--- config.mk ---
export PLATFORM = sky130hd
export DESIGN_NAME = smc_ctrl
export DESIGN_NICKNAME = d
export VERILOG_FILES = /design/src/logic/smc_pkg.sv /design/src/logic/smc_ext_irq0_pin.sv /design/src/logic/smc_ctrl.sv
export VERILOG_INCLUDE_DIRS = /design/src /design/src/logic
export SDC_FILE = /design/constraint.sdc
export NUM_CORES = 1
export LEC_CHECK = 0
export ABC_CLOCK_PERIOD_IN_PS = 2500
export BUFFER_PORTS_ARGS = -buffer_cell sky130_fd_sc_hd__buf_2
export CAP_MARGIN = 20
export CELL_PAD_IN_SITES_DETAIL_PLACEMENT = 1
export CELL_PAD_IN_SITES_GLOBAL_PLACEMENT = 1
export CORE_MARGIN = 2
export CORE_UTILIZATION = 29
export CTS_BUF_LIST = sky130_fd_sc_hd__clkbuf_8
export CTS_CLUSTER_SIZE = 20
export DETAILED_ROUTE_END_ITERATION = 8
export PLACE_DENSITY = 0.76
export SLEW_MARGIN = 20
export SYNTH_ARGS = -nofsm -noshare
export SYNTH_HDL_FRONTEND = slang
export SYNTH_HIERARCHICAL = 1
export SYNTH_SLANG_ARGS = --single-unit
--- constraint.sdc ---
create_clock -name clk_sys -period 2.5 [get_ports clk_sys]
set_input_delay 0.125 -clock clk_sys [delete_from_list [all_inputs] [get_ports clk_sys]]
set_output_delay 0.125 -clock clk_sys [all_outputs]
set_load 0.02 [all_outputs]
--- src/logic/smc_map.svh ---
// smc_map.svh: offsets, field positions, reset values and timing counts
// of the sleep and interrupt 0 controller; definitions only.
`ifndef SMC_MAP_SVH
`define SMC_MAP_SVH
// register index as printed, byte address is four times it
`define SMC_GENCTL_IDX 8'h35
`define SMC_GENCTL_ADDR 10'h0d4
`define SMC_STAT_ADDR 10'h0d8
`define SMC_GENCTL_RST 8'h00
`define SMC_GENCTL_WMASK 8'h7b
`define SMC_BIT_PUD 6
`define SMC_BIT_ARM 5
`define SMC_SEL_HI 4
`define SMC_SEL_LO 3
`define SMC_SNS_HI 1
`define SMC_SNS_LO 0
// wake timing, in cycles of clk_sys
`define SMC_STANDBY_WAKE 8'h06
`define SMC_IRQ_STALL 8'h04
`define SMC_SU_UNIT 8'h10
`endif

--- src/logic/smc_pkg.sv ---
// smc_pkg.sv: types shared by the sleep controller files.
// assumes smc_map.svh is included where offsets are needed.
package smc_pkg;
   typedef enum logic [1:0] {
      SMC_IDLE = 2'h0,
      SMC_ADCNR = 2'h1,
      SMC_PDOWN = 2'h2,
      SMC_STBY = 2'h3
   } smc_mode_t;

   typedef enum logic [1:0] {
      SMC_LOW = 2'h0,
      SMC_ANY = 2'h1,
      SMC_FALL = 2'h2,
      SMC_RISE = 2'h3
   } smc_sense_t;

   // clock domain enables; high means the domain runs
   typedef struct packed {
      logic cpu;
      logic flash;
      logic io;
      logic adc;
      logic osc;
   } smc_clk_t;

   // wake-up sources from the rest of the chip, all same-clock levels
   typedef struct packed {
      logic adc_done;
      logic usi_start;
      logic ee_ready;
      logic pin_change;
      logic other_io;
   } smc_wake_t;
endpackage

--- src/logic/smc_ext_irq0_pin.sv ---
// smc_ext_irq0_pin.sv: external interrupt 0 sensing.
// assumes the pin is asynchronous; it is synchronised here.
`timescale 1ns/100ps
`default_nettype none
module smc_ext_irq0_pin (
   input wire logic clk_sys,
   input wire logic rst,
   input wire logic pin,
   input wire smc_pkg::smc_sense_t sense,
   input wire logic enable,
   output logic level_low,
   output logic request
);
   logic s1_q;
   logic s2_q;
   logic prev_q;
   logic hit;

   always_ff @(posedge clk_sys or posedge rst) begin
      if (rst) begin
         s1_q <= 1'b1;
         s2_q <= 1'b1;
         prev_q <= 1'b1;
      end else begin
         s1_q <= pin;
         s2_q <= s1_q;
         prev_q <= s2_q;
      end
   end

   always_comb begin
      case (sense)
         smc_pkg::SMC_LOW: hit = !s2_q;
         smc_pkg::SMC_ANY: hit = s2_q != prev_q;
         smc_pkg::SMC_FALL: hit = prev_q && !s2_q;
         default: hit = !prev_q && s2_q;
      endcase
   end

   assign level_low = !s2_q && (sense == smc_pkg::SMC_LOW);
   assign request = hit && enable;
endmodule
`default_nettype wire

--- src/logic/smc_ctrl.sv ---
// smc_ctrl.sv: general control register, sleep state machine, clock
// gating, wake-up qualification and interrupt 0 request.
// assumes a classic Wishbone master on clk_sys and same-clock wake sources.
`include "smc_map.svh"
`timescale 1ns/100ps
`default_nettype none
// Behaviour
// pullup_disable kills every port pull-up
// sleep entered only when sleep_arm set
// software sets sleep_arm just before sleeping
// sleep_select picks idle, adcnr, power-down, standby
// ext_irq0_pin needs global flag and mask
// ext_irq0_pin_sense selects level, change, fall, rise
// software masks ext_irq0_pin before changing sense
// idle stops only cpu and flash clocks
// idle wakes on external and internal interrupts
// idle or adcnr starts ADC conversion
// adcnr stops io, cpu and flash clocks
// adcnr wakes on listed sources only
// power-down stops oscillator and all clocks
// power-down/standby wake: reset, usi, level, pinchange
// power-down wake waits startup_select period
// vanished level wake skips the interrupt; the code drops only a vanished pin-change wake
// standby keeps oscillator, wakes in six cycles
// eeprom and ADC wake only idle/adcnr
// stall four cycles then run handler
// reset during sleep restarts at reset vector
// unarmed sleep acts as no-operation
module smc_ctrl (
   input wire logic clk_sys,
   input wire logic rst,
   input wire logic wb_cyc_i,
   input wire logic wb_stb_i,
   input wire logic wb_we_i,
   input wire logic [9:0] wb_adr_i,
   input wire logic [3:0] wb_sel_i,
   input wire logic [31:0] wb_dat_i,
   output logic [31:0] wb_dat_o,
   output logic wb_ack_o,
   output logic wb_err_o,
   input wire logic sleep_instr,
   input wire logic global_irq_en,
   input wire logic ext_irq0_pin_mask,
   input wire logic ext_irq0_pin,
   input wire logic adc_enabled,
   input wire logic ext_crystal,
   input wire logic [3:0] startup_select,
   input wire smc_pkg::smc_wake_t wake_src,
   input wire logic [7:0] pin_direction,
   input wire logic [7:0] pin_output_value,
   output logic [7:0] pullup_en,
   output smc_pkg::smc_clk_t clk_en,
   output logic cpu_stall,
   output logic sleep_done,
   output logic adc_start,
   output logic ext_irq0_pin_irq,
   output logic wake_irq_drop
);
   // ----------------------------------------------------------------
   // register bus
   // ----------------------------------------------------------------
   logic [7:0] gen_q;
   logic ack_q;
   logic req;
   logic hit_gen;
   logic hit_stat;

   typedef enum logic [4:0] {
      ST_RUN = 5'h01,
      ST_SLEEP = 5'h02,
      ST_WAKE = 5'h04,
      ST_STALL = 5'h08,
      ST_NOP = 5'h10
   } smc_state_t;

   smc_state_t state_q;
   smc_pkg::smc_mode_t mode_q;
   logic drop_q;

   // ack_q masks the request so a held cycle is answered every other clock, not every clock
   assign req = wb_cyc_i && wb_stb_i && !ack_q;
   assign hit_gen = wb_adr_i == `SMC_GENCTL_ADDR;
   assign hit_stat = wb_adr_i == `SMC_STAT_ADDR;
   // unmapped addresses answer with err instead of ack
   assign wb_ack_o = ack_q && (hit_gen || hit_stat);
   assign wb_err_o = ack_q && !(hit_gen || hit_stat);

   always_ff @(posedge clk_sys or posedge rst) begin
      if (rst) begin
         ack_q <= 1'b0;
      end else begin
         ack_q <= req;
      end
   end

   // write takes effect at the acking edge; reserved bits 7 and 2 stay zero
   always_ff @(posedge clk_sys or posedge rst) begin
      if (rst) begin
         gen_q <= `SMC_GENCTL_RST;
      end else if (ack_q && wb_cyc_i && wb_stb_i && wb_we_i && hit_gen && wb_sel_i[0]) begin
         gen_q <= wb_dat_i[7:0] & `SMC_GENCTL_WMASK;
      end
   end

   always_ff @(posedge clk_sys or posedge rst) begin
      if (rst) begin
         wb_dat_o <= 32'h0;
      end else if (req) begin
         if (hit_gen) begin
            wb_dat_o <= {24'h0, gen_q};
         end else if (hit_stat) begin
            wb_dat_o <= {24'h0, 1'b0, drop_q, mode_q, 1'b0, state_q == ST_SLEEP,
               state_q == ST_WAKE, state_q == ST_STALL};
         end else begin
            wb_dat_o <= 32'h0;
         end
      end
   end

   // ----------------------------------------------------------------
   // pull-ups and interrupt 0
   // ----------------------------------------------------------------
   logic ext_irq0_pin_level;
   logic ext_irq0_pin_req;

   assign pullup_en = gen_q[`SMC_BIT_PUD] ? 8'h00 : (~pin_direction & pin_output_value);

   smc_ext_irq0_pin u_ext_irq0_pin (
      .clk_sys(clk_sys),
      .rst(rst),
      .pin(ext_irq0_pin),
      .sense(smc_pkg::smc_sense_t'(gen_q[`SMC_SNS_HI:`SMC_SNS_LO])),
      .enable(global_irq_en && ext_irq0_pin_mask),
      .level_low(ext_irq0_pin_level),
      .request(ext_irq0_pin_req)
   );

   // ----------------------------------------------------------------
   // wake qualification
   // ----------------------------------------------------------------
   function automatic logic wake_ok(input smc_pkg::smc_mode_t m, input smc_pkg::smc_wake_t w,
         input logic ext_any, input logic lvl);
      logic r;
      r = 1'b0;
      case (m)
         smc_pkg::SMC_IDLE: r = ext_any || w.usi_start || w.ee_ready || w.adc_done
            || w.pin_change || w.other_io;
         smc_pkg::SMC_ADCNR: r = w.adc_done || w.usi_start || w.ee_ready || lvl
            || w.pin_change;
         default: r = w.usi_start || lvl || w.pin_change;
      endcase
      return r;
   endfunction

   logic wake_now;
   logic lvl_irq;
   assign lvl_irq = ext_irq0_pin_level && global_irq_en && ext_irq0_pin_mask;
   assign wake_now = wake_ok(mode_q, wake_src, ext_irq0_pin_req, lvl_irq);

   // ----------------------------------------------------------------
   // sleep state machine
   // ----------------------------------------------------------------
   logic [7:0] cnt_q;
   logic lvl_cause_q;
   logic [7:0] wake_len;
   logic cond_live;

   // start-up counts scale with startup_select; standby with ext_crystal takes six
   always_comb begin
      if (mode_q == smc_pkg::SMC_STBY && ext_crystal) begin
         wake_len = `SMC_STANDBY_WAKE;
      end else if (mode_q == smc_pkg::SMC_PDOWN || mode_q == smc_pkg::SMC_STBY) begin
         wake_len = 8'({4'h0, startup_select} * `SMC_SU_UNIT) + 8'h01;
      end else begin
         wake_len = 8'h01;
      end
   end

   assign cond_live = lvl_irq || wake_src.pin_change;

   always_ff @(posedge clk_sys or posedge rst) begin
      if (rst) begin
         state_q <= ST_RUN;
         mode_q <= smc_pkg::SMC_IDLE;
         cnt_q <= 8'h00;
         lvl_cause_q <= 1'b0;
         drop_q <= 1'b0;
      end else begin
         case (state_q)
            ST_RUN: begin
               if (sleep_instr && gen_q[`SMC_BIT_ARM]) begin
                  mode_q <= smc_pkg::smc_mode_t'(gen_q[`SMC_SEL_HI:`SMC_SEL_LO]);
                  state_q <= ST_SLEEP;
               end else if (sleep_instr) begin
                  state_q <= ST_NOP;
               end
            end
            ST_NOP: begin
               state_q <= ST_RUN;
            end
            ST_SLEEP: begin
               if (wake_now) begin
                  // only a pure pin-change wake may later be dropped, as a level wake also raises ext_irq0_pin_req;
                  // an edge or event cause is latched and always served
                  lvl_cause_q <= !(wake_src.usi_start || wake_src.adc_done
                     || wake_src.ee_ready || wake_src.other_io || ext_irq0_pin_req) && cond_live;
                  cnt_q <= wake_len;
                  drop_q <= 1'b0;
                  state_q <= ST_WAKE;
               end
            end
            ST_WAKE: begin
               if (cnt_q <= 8'h01) begin
                  // a pin-change cause that vanished is dropped
                  if (lvl_cause_q && !cond_live) begin
                     drop_q <= 1'b1;
                  end
                  cnt_q <= `SMC_IRQ_STALL;
                  state_q <= ST_STALL;
               end else begin
                  cnt_q <= cnt_q - 8'h01;
               end
            end
            default: begin
               if (cnt_q <= 8'h01) begin
                  state_q <= ST_RUN;
               end else begin
                  cnt_q <= cnt_q - 8'h01;
               end
            end
         endcase
      end
   end

   // ----------------------------------------------------------------
   // clock gating and outputs
   // ----------------------------------------------------------------
   logic asleep;
   assign asleep = state_q == ST_SLEEP || state_q == ST_WAKE;

   always_comb begin
      clk_en = '1;
      if (asleep) begin
         clk_en.cpu = 1'b0;
         clk_en.flash = 1'b0;
         case (mode_q)
            smc_pkg::SMC_IDLE: clk_en.io = 1'b1;
            smc_pkg::SMC_ADCNR: clk_en.io = 1'b0;
            smc_pkg::SMC_PDOWN: begin
               clk_en.io = 1'b0;
               clk_en.adc = 1'b0;
               clk_en.osc = state_q == ST_WAKE;
            end
            default: begin
               clk_en.io = 1'b0;
               clk_en.adc = 1'b0;
               clk_en.osc = ext_crystal || state_q == ST_WAKE;
            end
         endcase
      end
   end

   assign cpu_stall = state_q != ST_RUN;
   assign sleep_done = state_q == ST_NOP;

   always_ff @(posedge clk_sys or posedge rst) begin
      if (rst) begin
         adc_start <= 1'b0;
         ext_irq0_pin_irq <= 1'b0;
         wake_irq_drop <= 1'b0;
      end else begin
         adc_start <= state_q == ST_RUN && sleep_instr && gen_q[`SMC_BIT_ARM] && adc_enabled
            && !gen_q[`SMC_SEL_HI];
         ext_irq0_pin_irq <= ext_irq0_pin_req && !(state_q == ST_STALL && drop_q);
         wake_irq_drop <= drop_q && state_q == ST_STALL;
      end
   end

   // ----------------------------------------------------------------
   // checks
   // ----------------------------------------------------------------
   AST_PUD_OFF: assert property (@(posedge clk_sys) disable iff (rst)
      gen_q[`SMC_BIT_PUD] |-> pullup_en == 8'h00) else $error("pull-up on while disabled");
   AST_NO_ARM: assert property (@(posedge clk_sys) disable iff (rst)
      state_q == ST_RUN && sleep_instr && !gen_q[`SMC_BIT_ARM] |=> state_q == ST_NOP ##1
      state_q == ST_RUN) else $error("unarmed sleep did not pass");
   AST_ARM_SLEEP: assert property (@(posedge clk_sys) disable iff (rst)
      state_q == ST_RUN && sleep_instr && gen_q[`SMC_BIT_ARM] |=> state_q == ST_SLEEP)
      else $error("armed sleep not entered");
   AST_IDLE_CLK: assert property (@(posedge clk_sys) disable iff (rst)
      state_q == ST_SLEEP && mode_q == smc_pkg::SMC_IDLE |-> !clk_en.cpu && !clk_en.flash
      && clk_en.io && clk_en.adc) else $error("idle clocks wrong");
   AST_NR_CLK: assert property (@(posedge clk_sys) disable iff (rst)
      state_q == ST_SLEEP && mode_q == smc_pkg::SMC_ADCNR |-> !clk_en.io && clk_en.adc)
      else $error("noise reduction clocks wrong");
   AST_PD_CLK: assert property (@(posedge clk_sys) disable iff (rst)
      state_q == ST_SLEEP && mode_q == smc_pkg::SMC_PDOWN |-> !clk_en.osc && !clk_en.adc)
      else $error("power-down clocks running");
   AST_PD_EDGE: assert property (@(posedge clk_sys) disable iff (rst)
      state_q == ST_SLEEP && mode_q[1] && !wake_src.usi_start && !wake_src.pin_change
      && !lvl_irq |=> state_q == ST_SLEEP) else $error("deep sleep left on bad source");
   AST_STBY_SIX: assert property (@(posedge clk_sys) disable iff (rst)
      state_q == ST_SLEEP && mode_q == smc_pkg::SMC_STBY && ext_crystal && wake_now
      |=> state_q == ST_WAKE [*6] ##1 state_q == ST_STALL) else $error("standby wake not six");
   AST_STALL4: assert property (@(posedge clk_sys) disable iff (rst)
      $rose(state_q == ST_STALL) |-> state_q == ST_STALL [*4] ##1 state_q == ST_RUN)
      else $error("stall not four cycles");
   AST_EXT_IRQ0_PIN_GATE: assert property (@(posedge clk_sys) disable iff (rst)
      !$past(global_irq_en) || !$past(ext_irq0_pin_mask) |-> !ext_irq0_pin_irq) else $error("ext_irq0_pin ungated");

   // ----------------------------------------------------------------
   // wake source and output checks
   // ----------------------------------------------------------------
   // the nop pass must never gate a clock, the core only loses one slot
   AST_NOP_CLK: assert property (@(posedge clk_sys) disable iff (rst)
      state_q == ST_NOP |-> clk_en == 5'h1f) else $error("clock gated in nop");
   // conversion kick is judged from the mode actually entered
   AST_ADC_GO: assert property (@(posedge clk_sys) disable iff (rst)
      $rose(state_q == ST_SLEEP) && !mode_q[1] && $past(adc_enabled) |-> adc_start)
      else $error("adc not started on sleep");
   AST_IDLE_WAKE: assert property (@(posedge clk_sys) disable iff (rst)
      state_q == ST_SLEEP && mode_q == smc_pkg::SMC_IDLE && wake_src.other_io
      |=> state_q == ST_WAKE) else $error("idle missed io wake");
   AST_NR_HOLD: assert property (@(posedge clk_sys) disable iff (rst)
      state_q == ST_SLEEP && mode_q == smc_pkg::SMC_ADCNR && !wake_src.adc_done
      && !wake_src.usi_start && !wake_src.ee_ready && !wake_src.pin_change && !lvl_irq
      |=> state_q == ST_SLEEP) else $error("noise reduction left on bad source");
   AST_EE_DEEP: assert property (@(posedge clk_sys) disable iff (rst)
      state_q == ST_SLEEP && mode_q[1] && !wake_src.usi_start && !wake_src.pin_change
      && !lvl_irq && (wake_src.ee_ready || wake_src.adc_done || wake_src.other_io)
      |=> state_q == ST_SLEEP) else $error("deep sleep left on io source");
   AST_DROP_IRQ: assert property (@(posedge clk_sys) disable iff (rst)
      state_q == ST_STALL && drop_q |=> !ext_irq0_pin_irq) else $error("dropped cause executed");
   AST_STBY_OSC: assert property (@(posedge clk_sys) disable iff (rst)
      state_q == ST_SLEEP && mode_q == smc_pkg::SMC_STBY && ext_crystal |-> clk_en.osc)
      else $error("standby oscillator stopped");
endmodule
`default_nettype wire

[Word-level counts from Yosys, hierarchy flattened]
Index checks and enable logic that the tools add are counted.
Storage, ports and cells
  register bits: 62
  bits in latches: 0
  memory bits (writable): 0
  memory bits (read-only): 0
  output and inout port bits: 52
  word-level logic and storage cells: 126
  memories: 0
Operators by class
  add/subtract/negate cells: 2
  multiply operators: 0
  div/mod/pow operators: 0
  magnitude comparators: 1
  equality and inequality tests: 19
  shift operators: 0
  mux-type cells: 24
  bitwise operators: 3
  reductions and logical operators: 63
Operators with widths (count)
  2-to-1 mux 8 bit: 6
  2-to-1 mux 5 bit: 6
  logical AND 1 bit: 26
  one-hot mux 8 bit (3 select lines): 1
  equality test 10 x 8 -> 1 bit (second input constant): 2
  one-hot mux 5 bit (4 select lines): 1
  logical OR 1 bit: 18
  2-to-1 mux 7 bit: 2
  adder 8 x 1 -> 8 bit (second input constant): 1
  AND 8 bit: 1
  <= comparator 8 x 1 -> 1 bit (second input constant): 1
  zero test 1 bit: 8
  NOT 8 bit: 1
  AND reduction 4 bit: 2
  subtractor 8 x 1 -> 8 bit (second input constant): 1
  equality test 2 bit (second input constant): 3
  inequality test 3 bit (second input constant): 2
  equality test 5 x 1 -> 1 bit (second input constant): 1
  equality test 5 x 2 -> 1 bit (second input constant): 1
  equality test 5 x 3 -> 1 bit (second input constant): 1
  equality test 5 x 4 -> 1 bit (second input constant): 1
  equality test 5 bit (second input constant): 1
  inequality test 5 x 1 -> 1 bit (second input constant): 1
  equality test 2 x 1 -> 1 bit (second input constant): 2
  14 further kinds: 22

[Logic depth before layout (Yosys ltp)]
Gate-level depths: netlist (run 1).
  depth in word-level cells: 12
  gate-level depth with buffers: 9

[Modules after synthesis]
The synthesis (run 1) kept the hierarchy.
Modules (own cells, without submodules)
  smc_ctrl: times used 1, cells an instance 231, area an instance 2198.4 um2
  smc_ext_irq0_pin: times used 1, cells an instance 14, area an instance 157.7 um2

[Worst setup path before layout (run 1)]
Ideal clock, no wire load.
  path kind: register to register
  from: register u_ext_irq0_pin.s2_q
  to: register cnt_q[0]
  library setup time: 125 ps
  data arrival time: 2283 ps
  required time: 2375 ps
  path slack: 92 ps
  cell stages (with the launch flop): 10
  buffers on the path: 1
  cells stage by stage: dfstp_2 > inv_1 > ha_1 > mux2_1 > o22ai_1 > nor3_4 > o21ai_2 > and2_4 > buf_6 > mux2_4
On the way
  word-level cells in the longest chain between the ends: 12
Ends and longest elaborated chain
  from (decl): line smc_ext_irq0_pin.sv:15  | logic s2_q;
  from (signal assigned): line smc_ext_irq0_pin.sv:26  | s2_q <= s1_q;
  zero test 1 bit: line smc_ext_irq0_pin.sv:33, smc_ext_irq0_pin.sv:35
  logical AND 1 bit: line smc_ext_irq0_pin.sv:35  | smc_pkg::SMC_FALL: hit = prev_q && !s2_q;
  one-hot mux 1 bit (3 select lines) *: line smc_ext_irq0_pin.sv:32  | case (sense)
  logical AND 1 bit *: line smc_ext_irq0_pin.sv:41  | assign request = hit && enable;
  net ext_irq0_pin_req: line smc_ctrl.sv:124  | logic ext_irq0_pin_req;
  logical OR 1 bit * (3 in a row): line smc_ctrl.sv:146  | smc_pkg::SMC_IDLE: r = ext_any || w.usi_start || w.ee_ready || w.adc_done
  logical OR 1 bit * (2 in a row): line smc_ctrl.sv:147  | || w.pin_change || w.other_io;
  one-hot mux 1 bit (2 select lines) *: line smc_ctrl.sv:145  | case (m)
  inequality test 2 bit (no line) *
  AND reduction 3 bit (no line) *
  to (signal assigned): line smc_ctrl.sv:207  | cnt_q <= wake_len;
  to (signal assigned): line smc_ctrl.sv:218  | cnt_q <= `SMC_IRQ_STALL;
  to (signal assigned): line smc_ctrl.sv:221  | cnt_q <= cnt_q - 8'h01;
  to (decl): line smc_ctrl.sv:163  | logic [7:0] cnt_q;
Mark *: on every way through the listed nets, which the timed path passes. The rest lies on a longest branch.
A chain may end at the register's enable or synchronous reset.

[Final worst setup path (run 1)]
  from: register u_ext_irq0_pin.s2_q
  to: register cnt_q[4]
The elaborated chain is that of the path after synthesis.

==> results of run 1 <==
-- registers in the layout, indices dropped and copies added (netlist names), 2 cells and up --
name,count
state_q,5
gen_q,6
wb_dat_o,7
mode_q,2
cnt_q,8
-- final cells by class --
| type | count | area (sq um) |
|---|---|---|
| fillers | 947 | 4920 |
| well taps | 102 | 128 |
| flip-flops and latches | 37 | 931 |
| clock buffers | 6 | 82.6 |
| clock inverters | 2 | 7.51 |
| multi-input cells | 182 | 1220 |
| repair buffers | 87 | 460 |
| inverters | 15 | 56.3 |
-- cells in the mapped netlist, drive strengths merged (2+ instances only) --
master | count | area [sq um]
a21boi | 2 | 15.0
a21oi | 10 | 50.1
a22o | 2 | 20.0
a22oi | 5 | 37.5
a31oi | 2 | 12.5
and2 | 5 | 35.0
and3 | 2 | 12.5
buf | 32 | 234
clkbuf | 3 | 11.3
dfrtp | 33 | 826
dfstp | 4 | 105
ha | 4 | 50.1
inv | 15 | 56.3
mux2 | 12 | 146
mux2i | 2 | 20.0
nand2 | 17 | 63.8
nand3 | 10 | 50.1
nand4 | 2 | 12.5
nor2 | 16 | 60.1
nor3 | 5 | 41.3
nor3b | 13 | 114
nor4 | 4 | 40.0
o2111ai | 3 | 26.3
o211a | 2 | 20.0
o211ai | 2 | 15.0
o21ai | 12 | 63.8
o22ai | 2 | 12.5
o2bb2ai | 2 | 17.5
o31ai | 2 | 15.0
or3 | 2 | 13.8
or4 | 2 | 18.8
xnor2 | 2 | 17.5
-- power groups by stage --
stage	clock network, mW	registers, mW	logic, mW
6_report	0.430	0.829	0.774
3_5_place_dp	0	0.831	0.765
2_1_floorplan	0	0.794	0.625
5_1_grt	0.470	0.840	0.843
4_1_cts	0.445	0.823	0.775
3_3_place_gp	0	0.823	0.740
-- routing by layer --
layer | routed length [um] | global-route usage, % | share of wire, % | vias to the layer above
li1 | - | - | - | 987
met1 | 2850 | 19.6 | 45 | 1004
met2 | 3100 | 25.3 | 48 | 79
met3 | 347 | 3.29 | 5.4 | 10
met4 | 98 | 4.59 | 1.5 | 0
met5 | 0 | 0 | 0 | -
-- cell families (layout without fill, tap and decap cells) --
logic type               after synthesis  after routing
flip-flops                            37             37
AO/OA/AOI/OAI                         54             54
XOR/XNOR                               3              3
buffers and inverters                 50            110
AND/OR/NAND/NOR                       82             82
other                                  1             25
adder cells (fa/ha/maj)                4              4
multiplexers                          14             14
-- critical path, stage by stage (launching register included) --
cell and delay [ns]:
dfstp_2 0.56, inv_1 0.05, ha_1 0.28, mux2_1 0.32
o22ai_2 0.26, nor3_4 0.08, o21ai_2 0.13, buf_4 0.16
o211ai_1 0.10, a22o_2 0.28
-- timing repair --
| item | in CTS | in global routing |
|---|---|---|
| setup endpoints to repair | 0 | 6 |
| hold buffers | 2 | 0 |
| endpoints found under the hold margin | 37 | 0 |
| gates resized for setup | 0 | 1 |
-- how the worst max path moves through the flow --
stage | from | end | slack, ns
2_1_floorplan | u_ext_irq0_pin/s2_q$_DFF_PP1_ | cnt_q[0]$_DFFE_PP0P_ | 0.09
3_3_place_gp | u_ext_irq0_pin/s2_q$_DFF_PP1_ | cnt_q[1]$_DFFE_PP0P_ | 0.12
3_5_place_dp | u_ext_irq0_pin/s2_q$_DFF_PP1_ | cnt_q[4]$_DFFE_PP0P_ | 0.07
4_1_cts | u_ext_irq0_pin/s2_q$_DFF_PP1_ | cnt_q[4]$_DFFE_PP0P_ | 0.05
5_1_grt | u_ext_irq0_pin/s2_q$_DFF_PP1_ | cnt_q[4]$_DFFE_PP0P_ | 0.00005
6_report | u_ext_irq0_pin/s2_q$_DFF_PP1_ | cnt_q[4]$_DFFE_PP0P_ | 0.17
-- placed cells by master, fill, tap and decap left out, types with 4 or more instances in the layout --
cell	synthesis	layout
buf_2	4	79
dfrtp_1	33	33
conb_1	1	25
inv_1	15	17
nand2_1	17	17
nor2_1	16	16
nor3b_1	11	11
o21ai_0	10	10
nand3_1	10	10
a21oi_1	10	10
mux2_1	7	7
clkbuf_8	0	6
buf_4	27	6
a22oi_1	5	5
ha_1	4	4
dfstp_2	4	4
==> qor.txt, run 1 <==
CTS Buf Count -> 5
RSZ-0062 raised after global routing -> false
drt drc -> 0
vias per cell -> 4.83
Post-Layout Cell Count -> 431
Hold Path Origin -> wb_dat_i[6]
Hold Path Depth -> 2
drt first pass iters -> 4
post-CTS setup buffer count -> 0
total of max-cap violations -> 0
WHS Endpoint -> gen_q[6]$_DFFE_PP0P_
Comb pwr share -> 38.1%
io pins -> 134
Slew Viols, Final -> 0
clk root buf -> clkbuf_8
total congestion overflow -> 0
final hold violation count -> 0
clock power share -> 21.2%
n_diodes -> 0
largest net degree at the start of global routing -> 35
# port buffers -> 79
first-pass GRT wire length -> 10600 um
Sink Count -> 37
Synth-to-Final Area Change -> 22.5%
status -> finished clean
multiplexer area fraction after synthesis -> 7.06%
PwrDens -> 705 nW/um^2
Cells after Synth -> 245
shortest period the worst path allows -> 2.33 ns
Hold Path Class -> input port to register
Layout Utilization -> 37.0%
clock latency on the worst-skew pair -> 0.29 ns
Startpoint Class -> register
Reg clk slew, reported paths -> 0.08 ns
remaining antenna violation count after routing -> 0
gpl congestion -> 0.853
post-DP HPWL -> 5020 um
element type at the critical path end -> register
flop-to-flop setup slack -> 0.17 ns
H-tree Lvls -> 2
setup_tns -> 0 ns
Routed WL per cell -> 14.8 um
Max VDD drop -> 0.000266 V
Worst-Margin Slew -> 0.785 ns
Post-synth EDFFs -> 0
core area -> 7810 sq um
CTS Buffer Depth -> 2
sequential area share after synthesis -> 39.5%
Simple-Gate Fraction of Synth Area -> 21.1%
Layout Nets -> 414
ys flop type -> dfrtp_1
Critical Path AT -> 2.52 ns
DP Worst Slack -> 0.0732 ns
main combinational cell family by area after synthesis -> simple AND/OR/NAND/NOR gates
Initial DRC Count -> 109
height of the die -> 94.1 um
CP max FO -> 6
Reg-to-Reg End -> cnt_q[4]$_DFFE_PP0P_
RR Startpoint -> u_ext_irq0_pin/s2_q$_DFF_PP1_
fin worst setup slack -> 0.170 ns
Worst Path Required -> 2.69 ns
Post-synth ARST share -> 100%
share of layout cells above drive strength 1 -> 35.6%
Synth Area in XOR/XNOR -> 1.12%
count of final setup violators -> 0
hold_ws -> 0.0504 ns
sequential power share -> 40.8%
synth warn -> 6
post-synthesis register bit count -> 37
Compound-Gate Fraction of Synth Area -> 16.1%
final wirelength -> 6400 um
Synth cell types -> 61
chip width -> 94.1 um
Final Instance Area -> 2890 sq um
sw frac -> 37.4%
Tot GR Track Use -> 15.2%
CTS tree -> done
Avg Cell Area, Syn -> 9.62 sq um
Post-Synth Adder-Cell Area -> 2.12%
Post-DP Area -> 2770 sq um
initial antenna violation count -> 0
critical path class -> register to register
Post-Syn Area -> 2360 sq um
Pint -> 1.27 mW
Pwr Total -> 2.03 mW
R2R cell count -> 9
Initial Util -> 30.2%
f_max -> 429 MHz
Final Cycle Share -> 93.2%
Setup Skew -> 0.00898 ns
net load switching power -> 761 uW
max_slew headroom -> 47.5%
Static Leak -> 1.44 nW
num rows -> 32
dpl cells -> 421
Vias -> 2080
die area -> 8860 sq um
vias in the first global route -> 2155
(Power assumes the default switching activity.)
==> inputs of run 2 (changes only) <==
CORE_ASPECT_RATIO = 0.75   (was not set)
CORE_MARGIN = 3   (was 2)
PLACE_DENSITY = not set   (was 0.76)
PLACE_DENSITY_LB_ADDON = 0.1   (was not set)
==> run 2 against run 1 <==
  * Design area is 1.6% higher
  * Routed wire length is 7.1% higher
  * Setup slack gained 0.0051 ns
  * Highest routed layer unchanged
==> qor.txt, run 2 (synthesis results as in run 1) <==
Final Cycle Share -> 93.0%
Startpoint Class -> register
height of the die -> 84.1 um
status -> finished clean
num rows -> 27
commonest cells after routing, fill and taps aside -> 79 x buf_2, 33 x dfrtp_1, 25 x conb_1, 18 x inv_1, 17 x nand2_1
Hold Path Class -> input port to register
H-tree Lvls -> 2
CTS Buffer Depth -> 2
largest net degree at the start of global routing -> 21
multi-input logic area -> 1220 sq um
Final Instance Area -> 2930 sq um
setup_tns -> 0 ns
final wirelength -> 6860 um
Layout Nets -> 422
critical path class -> register to register
clk root buf -> clkbuf_8
Worst-Margin Slew -> 0.803 ns
slowest stage delay, CP -> 0.53 ns
post-DP HPWL -> 5490 um
vias per cell -> 4.70
core area -> 7600 sq um
Initial DRC Count -> 106
shortest period the worst path allows -> 2.32 ns
count of final setup violators -> 0
flop-to-flop setup slack -> 0.18 ns
DP Worst Slack -> 0.179 ns
CP bufs+invs -> 2
clock latency on the worst-skew pair -> 0.29 ns
biggest regs -> cnt_q (8), wb_dat_o (7), gen_q (6)
Vias -> 2060
Synth-to-Final Area Change -> 24.4%
first-pass GRT wire length -> 10800 um
Reg clk slew, reported paths -> 0.07 ns
remaining antenna violation count after routing -> 0
Max VDD drop -> 0.000219 V
final hold violation count -> 0
max reg flops -> 8
Routed WL per cell -> 15.7 um
f_max -> 430 MHz
vias in the first global route -> 2066
gpl congestion -> 0.803
most common library cell in the layout ignoring fill and taps -> buf_2
CP max FO -> 4
Static Leak -> 1.48 nW
CTS tree -> done
fin worst setup slack -> 0.175 ns
Top reg by flops -> cnt_q
crit path cell chain -> inv_1 > ha_1 > mux2_1 > o22ai_1 > buf_4 > nor3_4 > o21ai_2 > and2_4 > mux2_4
total congestion overflow -> 0
Initial Util -> 31.0%
n_diodes -> 0
Sink Count -> 37
Setup Skew -> 0.0105 ns
CP top delay family -> multiplexers
drt drc -> 0
fill cell count -> 925
# port buffers -> 79
Critical-path top delay cell -> dfstp_2
sequential cell area -> 931 sq um
Post-DP Area -> 2830 sq um
Worst Path Required -> 2.67 ns
total of max-cap violations -> 0
PwrDens -> 700 nW/um^2
drt first pass iters -> 6
max_slew headroom -> 46.4%
Critical Path AT -> 2.50 ns
die area -> 9250 sq um
share of layout cells above drive strength 1 -> 36.8%
io pins -> 134
Slew Viols, Final -> 0
Tot GR Track Use -> 15.1%
element type at the critical path end -> register
Pwr Total -> 2.05 mW
RSZ-0062 raised after global routing -> false
initial antenna violation count -> 0
chip width -> 110 um
CTS Buf Count -> 5
==> run 2: cell count changes in the layout (fill, tap and decap cells not counted), sizes merged <==
cell    delta
buf        +8
clkbuf     -1
inv        +1
==> run 2: final timing paths <==
kind                                                from                         endpoint  cells after the start
max                        u_ext_irq0_pin/s2_q$_DFF_PP1_             cnt_q[0]$_DFFE_PP0P_                      9
min                                          wb_dat_i[3]             gen_q[3]$_DFFE_PP0P_                      2
max reg2reg                u_ext_irq0_pin/s2_q$_DFF_PP1_             cnt_q[0]$_DFFE_PP0P_                      9
min reg2reg                u_ext_irq0_pin/s1_q$_DFF_PP1_    u_ext_irq0_pin/s2_q$_DFF_PP1_                      0
max in group asynchronous                            rst             cnt_q[2]$_DFFE_PP0P_                      4
min in group asynchronous                            rst  u_ext_irq0_pin/prev_q$_DFF_PP1_                      3
==> run 2: stage by stage <==
stage	instances	hold slack, ns	utilization (%)
global route	438	0.0450	38.6
detailed placement	428	0.199	37.2
finish	438	0.0501	38.6
global placement	428	0.190	37.2
CTS	438	0.0467	38.5
floorplan	269	0.0583	-
==> run 2: worst reg2reg max path, stage by stage (launching register included) <==
cell and delay (ns):
dfstp_2 0.53, inv_1 0.04, ha_1 0.28, mux2_1 0.29
o22ai_1 0.18, buf_4 0.16, nor3_4 0.05, o21ai_2 0.17
and2_4 0.23, mux2_4 0.31
==> run 2: what timing repair did <==
action	4_1_cts	5_1_grt
hold endpoints to repair	4	0
endpoints found under the setup margin	0	1
buffers inserted	0	0
hold buffers	2	0
gates resized for setup	0	1
==> run 2: power breakdown <==
part	internal (mW)	switching [mW]	total [mW]
clock network	0.186	0.218	0.405
logic	0.399	0.427	0.826
registers	0.695	0.128	0.823
==> run 2: area by class of cell <==
| type | count | area share (%) |
|---|---|---|
| multi-input cells | 182 | 41.5 |
| repair buffers | 95 | 17.8 |
| flip-flops and latches | 37 | 31.8 |
| well taps | 101 | 4.31 |
| clock buffers | 5 | 2.35 |
| inverters | 15 | 1.92 |
| clock inverters | 3 | 0.384 |
==> run 2: routing by layer <==
metal,vias up,global-route usage [%],share of wire [%]
li1,1004,-,-
met4,0,4.53,1.2
met5,-,0,0
met3,8,3.33,4.9
met2,57,21.3,43
met1,991,22.6,51
==> inputs of run 3 (changes only) <==
SYNTH_HIERARCHICAL = not set   (was 1)
==> run 3 against run 2 <==
  * Setup slack gained 0.12 ns
  * Clock power grew 17%
  * Critical path depth shrank 3
  * Critical endpoint is now lvl_cause_q$_DFFE_PP0P_
  * Non-clock buffer count is the same
  * Maximum frequency grew 5.3%
  * Global-route usage is the same
  * Largest power group is now sequential cells
  * Routed wire length grew 0.39%
  * Area after synthesis shrank 0.16%
==> qor.txt, run 3 <==
status -> finished clean
setup_tns -> 0 ns
count of final setup violators -> 0
Critical-path top delay cell -> dfstp_2
element type at the critical path end -> register
final hold violation count -> 0
total congestion overflow -> 0
CTS Buffer Depth -> 2
total of max-cap violations -> 0
n_diodes -> 0
dpl cells -> 428
CTS tree -> done
share of layout cells above drive strength 1 -> 37.7%
Initial DRC Count -> 96
vias in the first global route -> 2107
Static Leak -> 1.45 nW
height of the die -> 84.0 um
post-CTS setup buffer count -> 0
H-tree Lvls -> 2
final wirelength -> 6880 um
drt drc -> 0
PwrDens -> 436 nW/um^2
slowest stage delay, CP -> 0.54 ns
drt first pass iters -> 4
CTS Buf Count -> 5
Worst Path Required -> 2.68 ns
Setup Skew -> 0.00547 ns
Sink Count -> 37
# port buffers -> 79
R2R cell count -> 6
Layout Utilization -> 38.9%
Final Instance Area -> 2950 sq um
Worst-Margin Slew -> 0.774 ns
gpl congestion -> 0.791
Reg clk slew, reported paths -> 0.08 ns
RSZ-0062 raised after global routing -> false
Post-synth ARST share -> 100%
Routed WL per cell -> 15.7 um
Crit. Startpoint -> u_ext_irq0_pin.prev_q$_DFF_PP1_
Synth area leaders -> dfrtp_1 35%, buf_4 8.6%, mux2_2 5.3%
top cell type's share of synthesized area -> 35.1%
Post-DP Area -> 2830 sq um
Final Cycle Share -> 88.3%
ys flop type -> dfrtp_1
Vias -> 2101
largest net degree at the start of global routing -> 38
num rows -> 27
shortest period the worst path allows -> 2.21 ns
Startpoint Class -> register
initial antenna violation count -> 0
Critical Path AT -> 2.38 ns
clock latency on the worst-skew pair -> 0.29 ns
Pwr Total -> 1.29 mW
vias per cell -> 4.80
Cells after Synth -> 245
clk root buf -> clkbuf_8
RR Startpoint -> u_ext_irq0_pin.prev_q$_DFF_PP1_
Post-synth EDFFs -> 0
area leader, netlist -> dfrtp_1
Layout Nets -> 422
max_slew headroom -> 48.2%
max reg flops -> 8
Synth cell types -> 56
Commonest cells post-synth -> 33 x dfrtp_1, 27 x buf_4, 19 x nor2_1
io pins -> 134
sequential cell area -> 931 sq um
synth warn -> 0
most common library cell in the layout ignoring fill and taps -> buf_2
crit path cell chain -> inv_1 > ha_1 > o211a_1 > or3_1 > a21oi_1 > mux2_2
first-pass GRT wire length -> 10900 um
f_max -> 453 MHz
fill cell count -> 945
CP max FO -> 3
post-synthesis register bit count -> 37
critical path class -> register to register
hold_ws -> 0.0647 ns
Slew Viols, Final -> 0
die area -> 9240 sq um
Top reg by flops -> cnt_q
Initial Util -> 30.9%
Reg-to-Reg End -> lvl_cause_q$_DFFE_PP0P_
Avg Cell Area, Syn -> 9.60 sq um
fin worst setup slack -> 0.293 ns
sequential area share after synthesis -> 39.6%
DP Worst Slack -> 0.309 ns
most common cell in the netlist -> dfrtp_1
chip width -> 110 um
Tot GR Track Use -> 15.1%
Post-Syn Area -> 2350 sq um
commonest cells after routing, fill and taps aside -> 79 x buf_2, 33 x dfrtp_1, 25 x conb_1, 19 x nor2_1, 15 x nand2_1
Synth-to-Final Area Change -> 25.6%
flop-to-flop setup slack -> 0.29 ns
post-DP HPWL -> 5490 um
Post-Layout Cell Count -> 438
Hold Path Class -> input port to register
remaining antenna violation count after routing -> 0
core area -> 7600 sq um
biggest regs -> cnt_q (8), wb_dat_o (7), gen_q (6)
Max VDD drop -> 0.000171 V
Setup crit end -> lvl_cause_q$_DFFE_PP0P_
multi-input logic area -> 1230 sq um
## run 3: cell type report
cell class	count	share of cell area (%)
inverters	12	1.52
flip-flops and latches	37	31.5
clock inverters	1	0.169
multi-input cells	185	41.6
well taps	101	4.28
repair buffers	95	17.6
clock buffers	7	3.26
## run 3: metal layers
layer	global-route usage [%]	vias up	part of all wire [%]
met2	22.9	51	44
li1	-	1025	-
met1	22.1	1023	51
met4	2.38	0	0.38
met5	0	-	0
met3	3.33	2	4.7
## run 3: power by group
part / switching [mW] / internal (mW)
Clock: 0.226 / 0.250
Sequential: 0.0112 / 0.617
Combinational: 0.118 / 0.0649
## run 3: how the worst min path moves through the flow
| stage | from | end | slack (ns) | depth (start not counted) |
|---|---|---|---|---|
| 6_report | wb_dat_i[6] | gen_q[6]$_DFFE_PP0P_ | 0.06 | 2 |
| 3_3_place_gp | ext_irq0_pin | u_ext_irq0_pin.s1_q$_DFF_PP1_ | 0.23 | 1 |
| 4_1_cts | wb_dat_i[6] | gen_q[6]$_DFFE_PP0P_ | 0.06 | 2 |
| 2_1_floorplan | ext_irq0_pin | u_ext_irq0_pin.s1_q$_DFF_PP1_ | 0.13 | 0 |
| 3_5_place_dp | ext_irq0_pin | u_ext_irq0_pin.s1_q$_DFF_PP1_ | 0.23 | 1 |
| 5_1_grt | wb_dat_i[6] | gen_q[6]$_DFFE_PP0P_ | 0.05 | 2 |
## run 3: what timing repair did
item | 4_1_cts | 5_1_grt
hold buffers | 2 | 0
endpoints found under the hold margin | 34 | 0
gates resized for setup | 0 | 0
## run 3: kinds of logic after synthesis
group | synth area share, %
AO/OA/AOI/OAI | 16.6
buffers and inverters | 12.0
XOR/XNOR | 1.12
multiplexers | 6.54
flip-flops | 39.6
other | 0.159
AND/OR/NAND/NOR | 21.9
adder cells (fa/ha/maj) | 2.13
## run 3: worst max-delay path, delay by kind of cell (launching register included)
kind | cells | cell delay, ns
flip-flops | 1 | 0.54
AO/OA/AOI/OAI | 2 | 0.51
adder cells (fa/ha/maj) | 1 | 0.28
AND/OR/NAND/NOR | 1 | 0.36
buffers and inverters | 1 | 0.04
multiplexers | 1 | 0.37
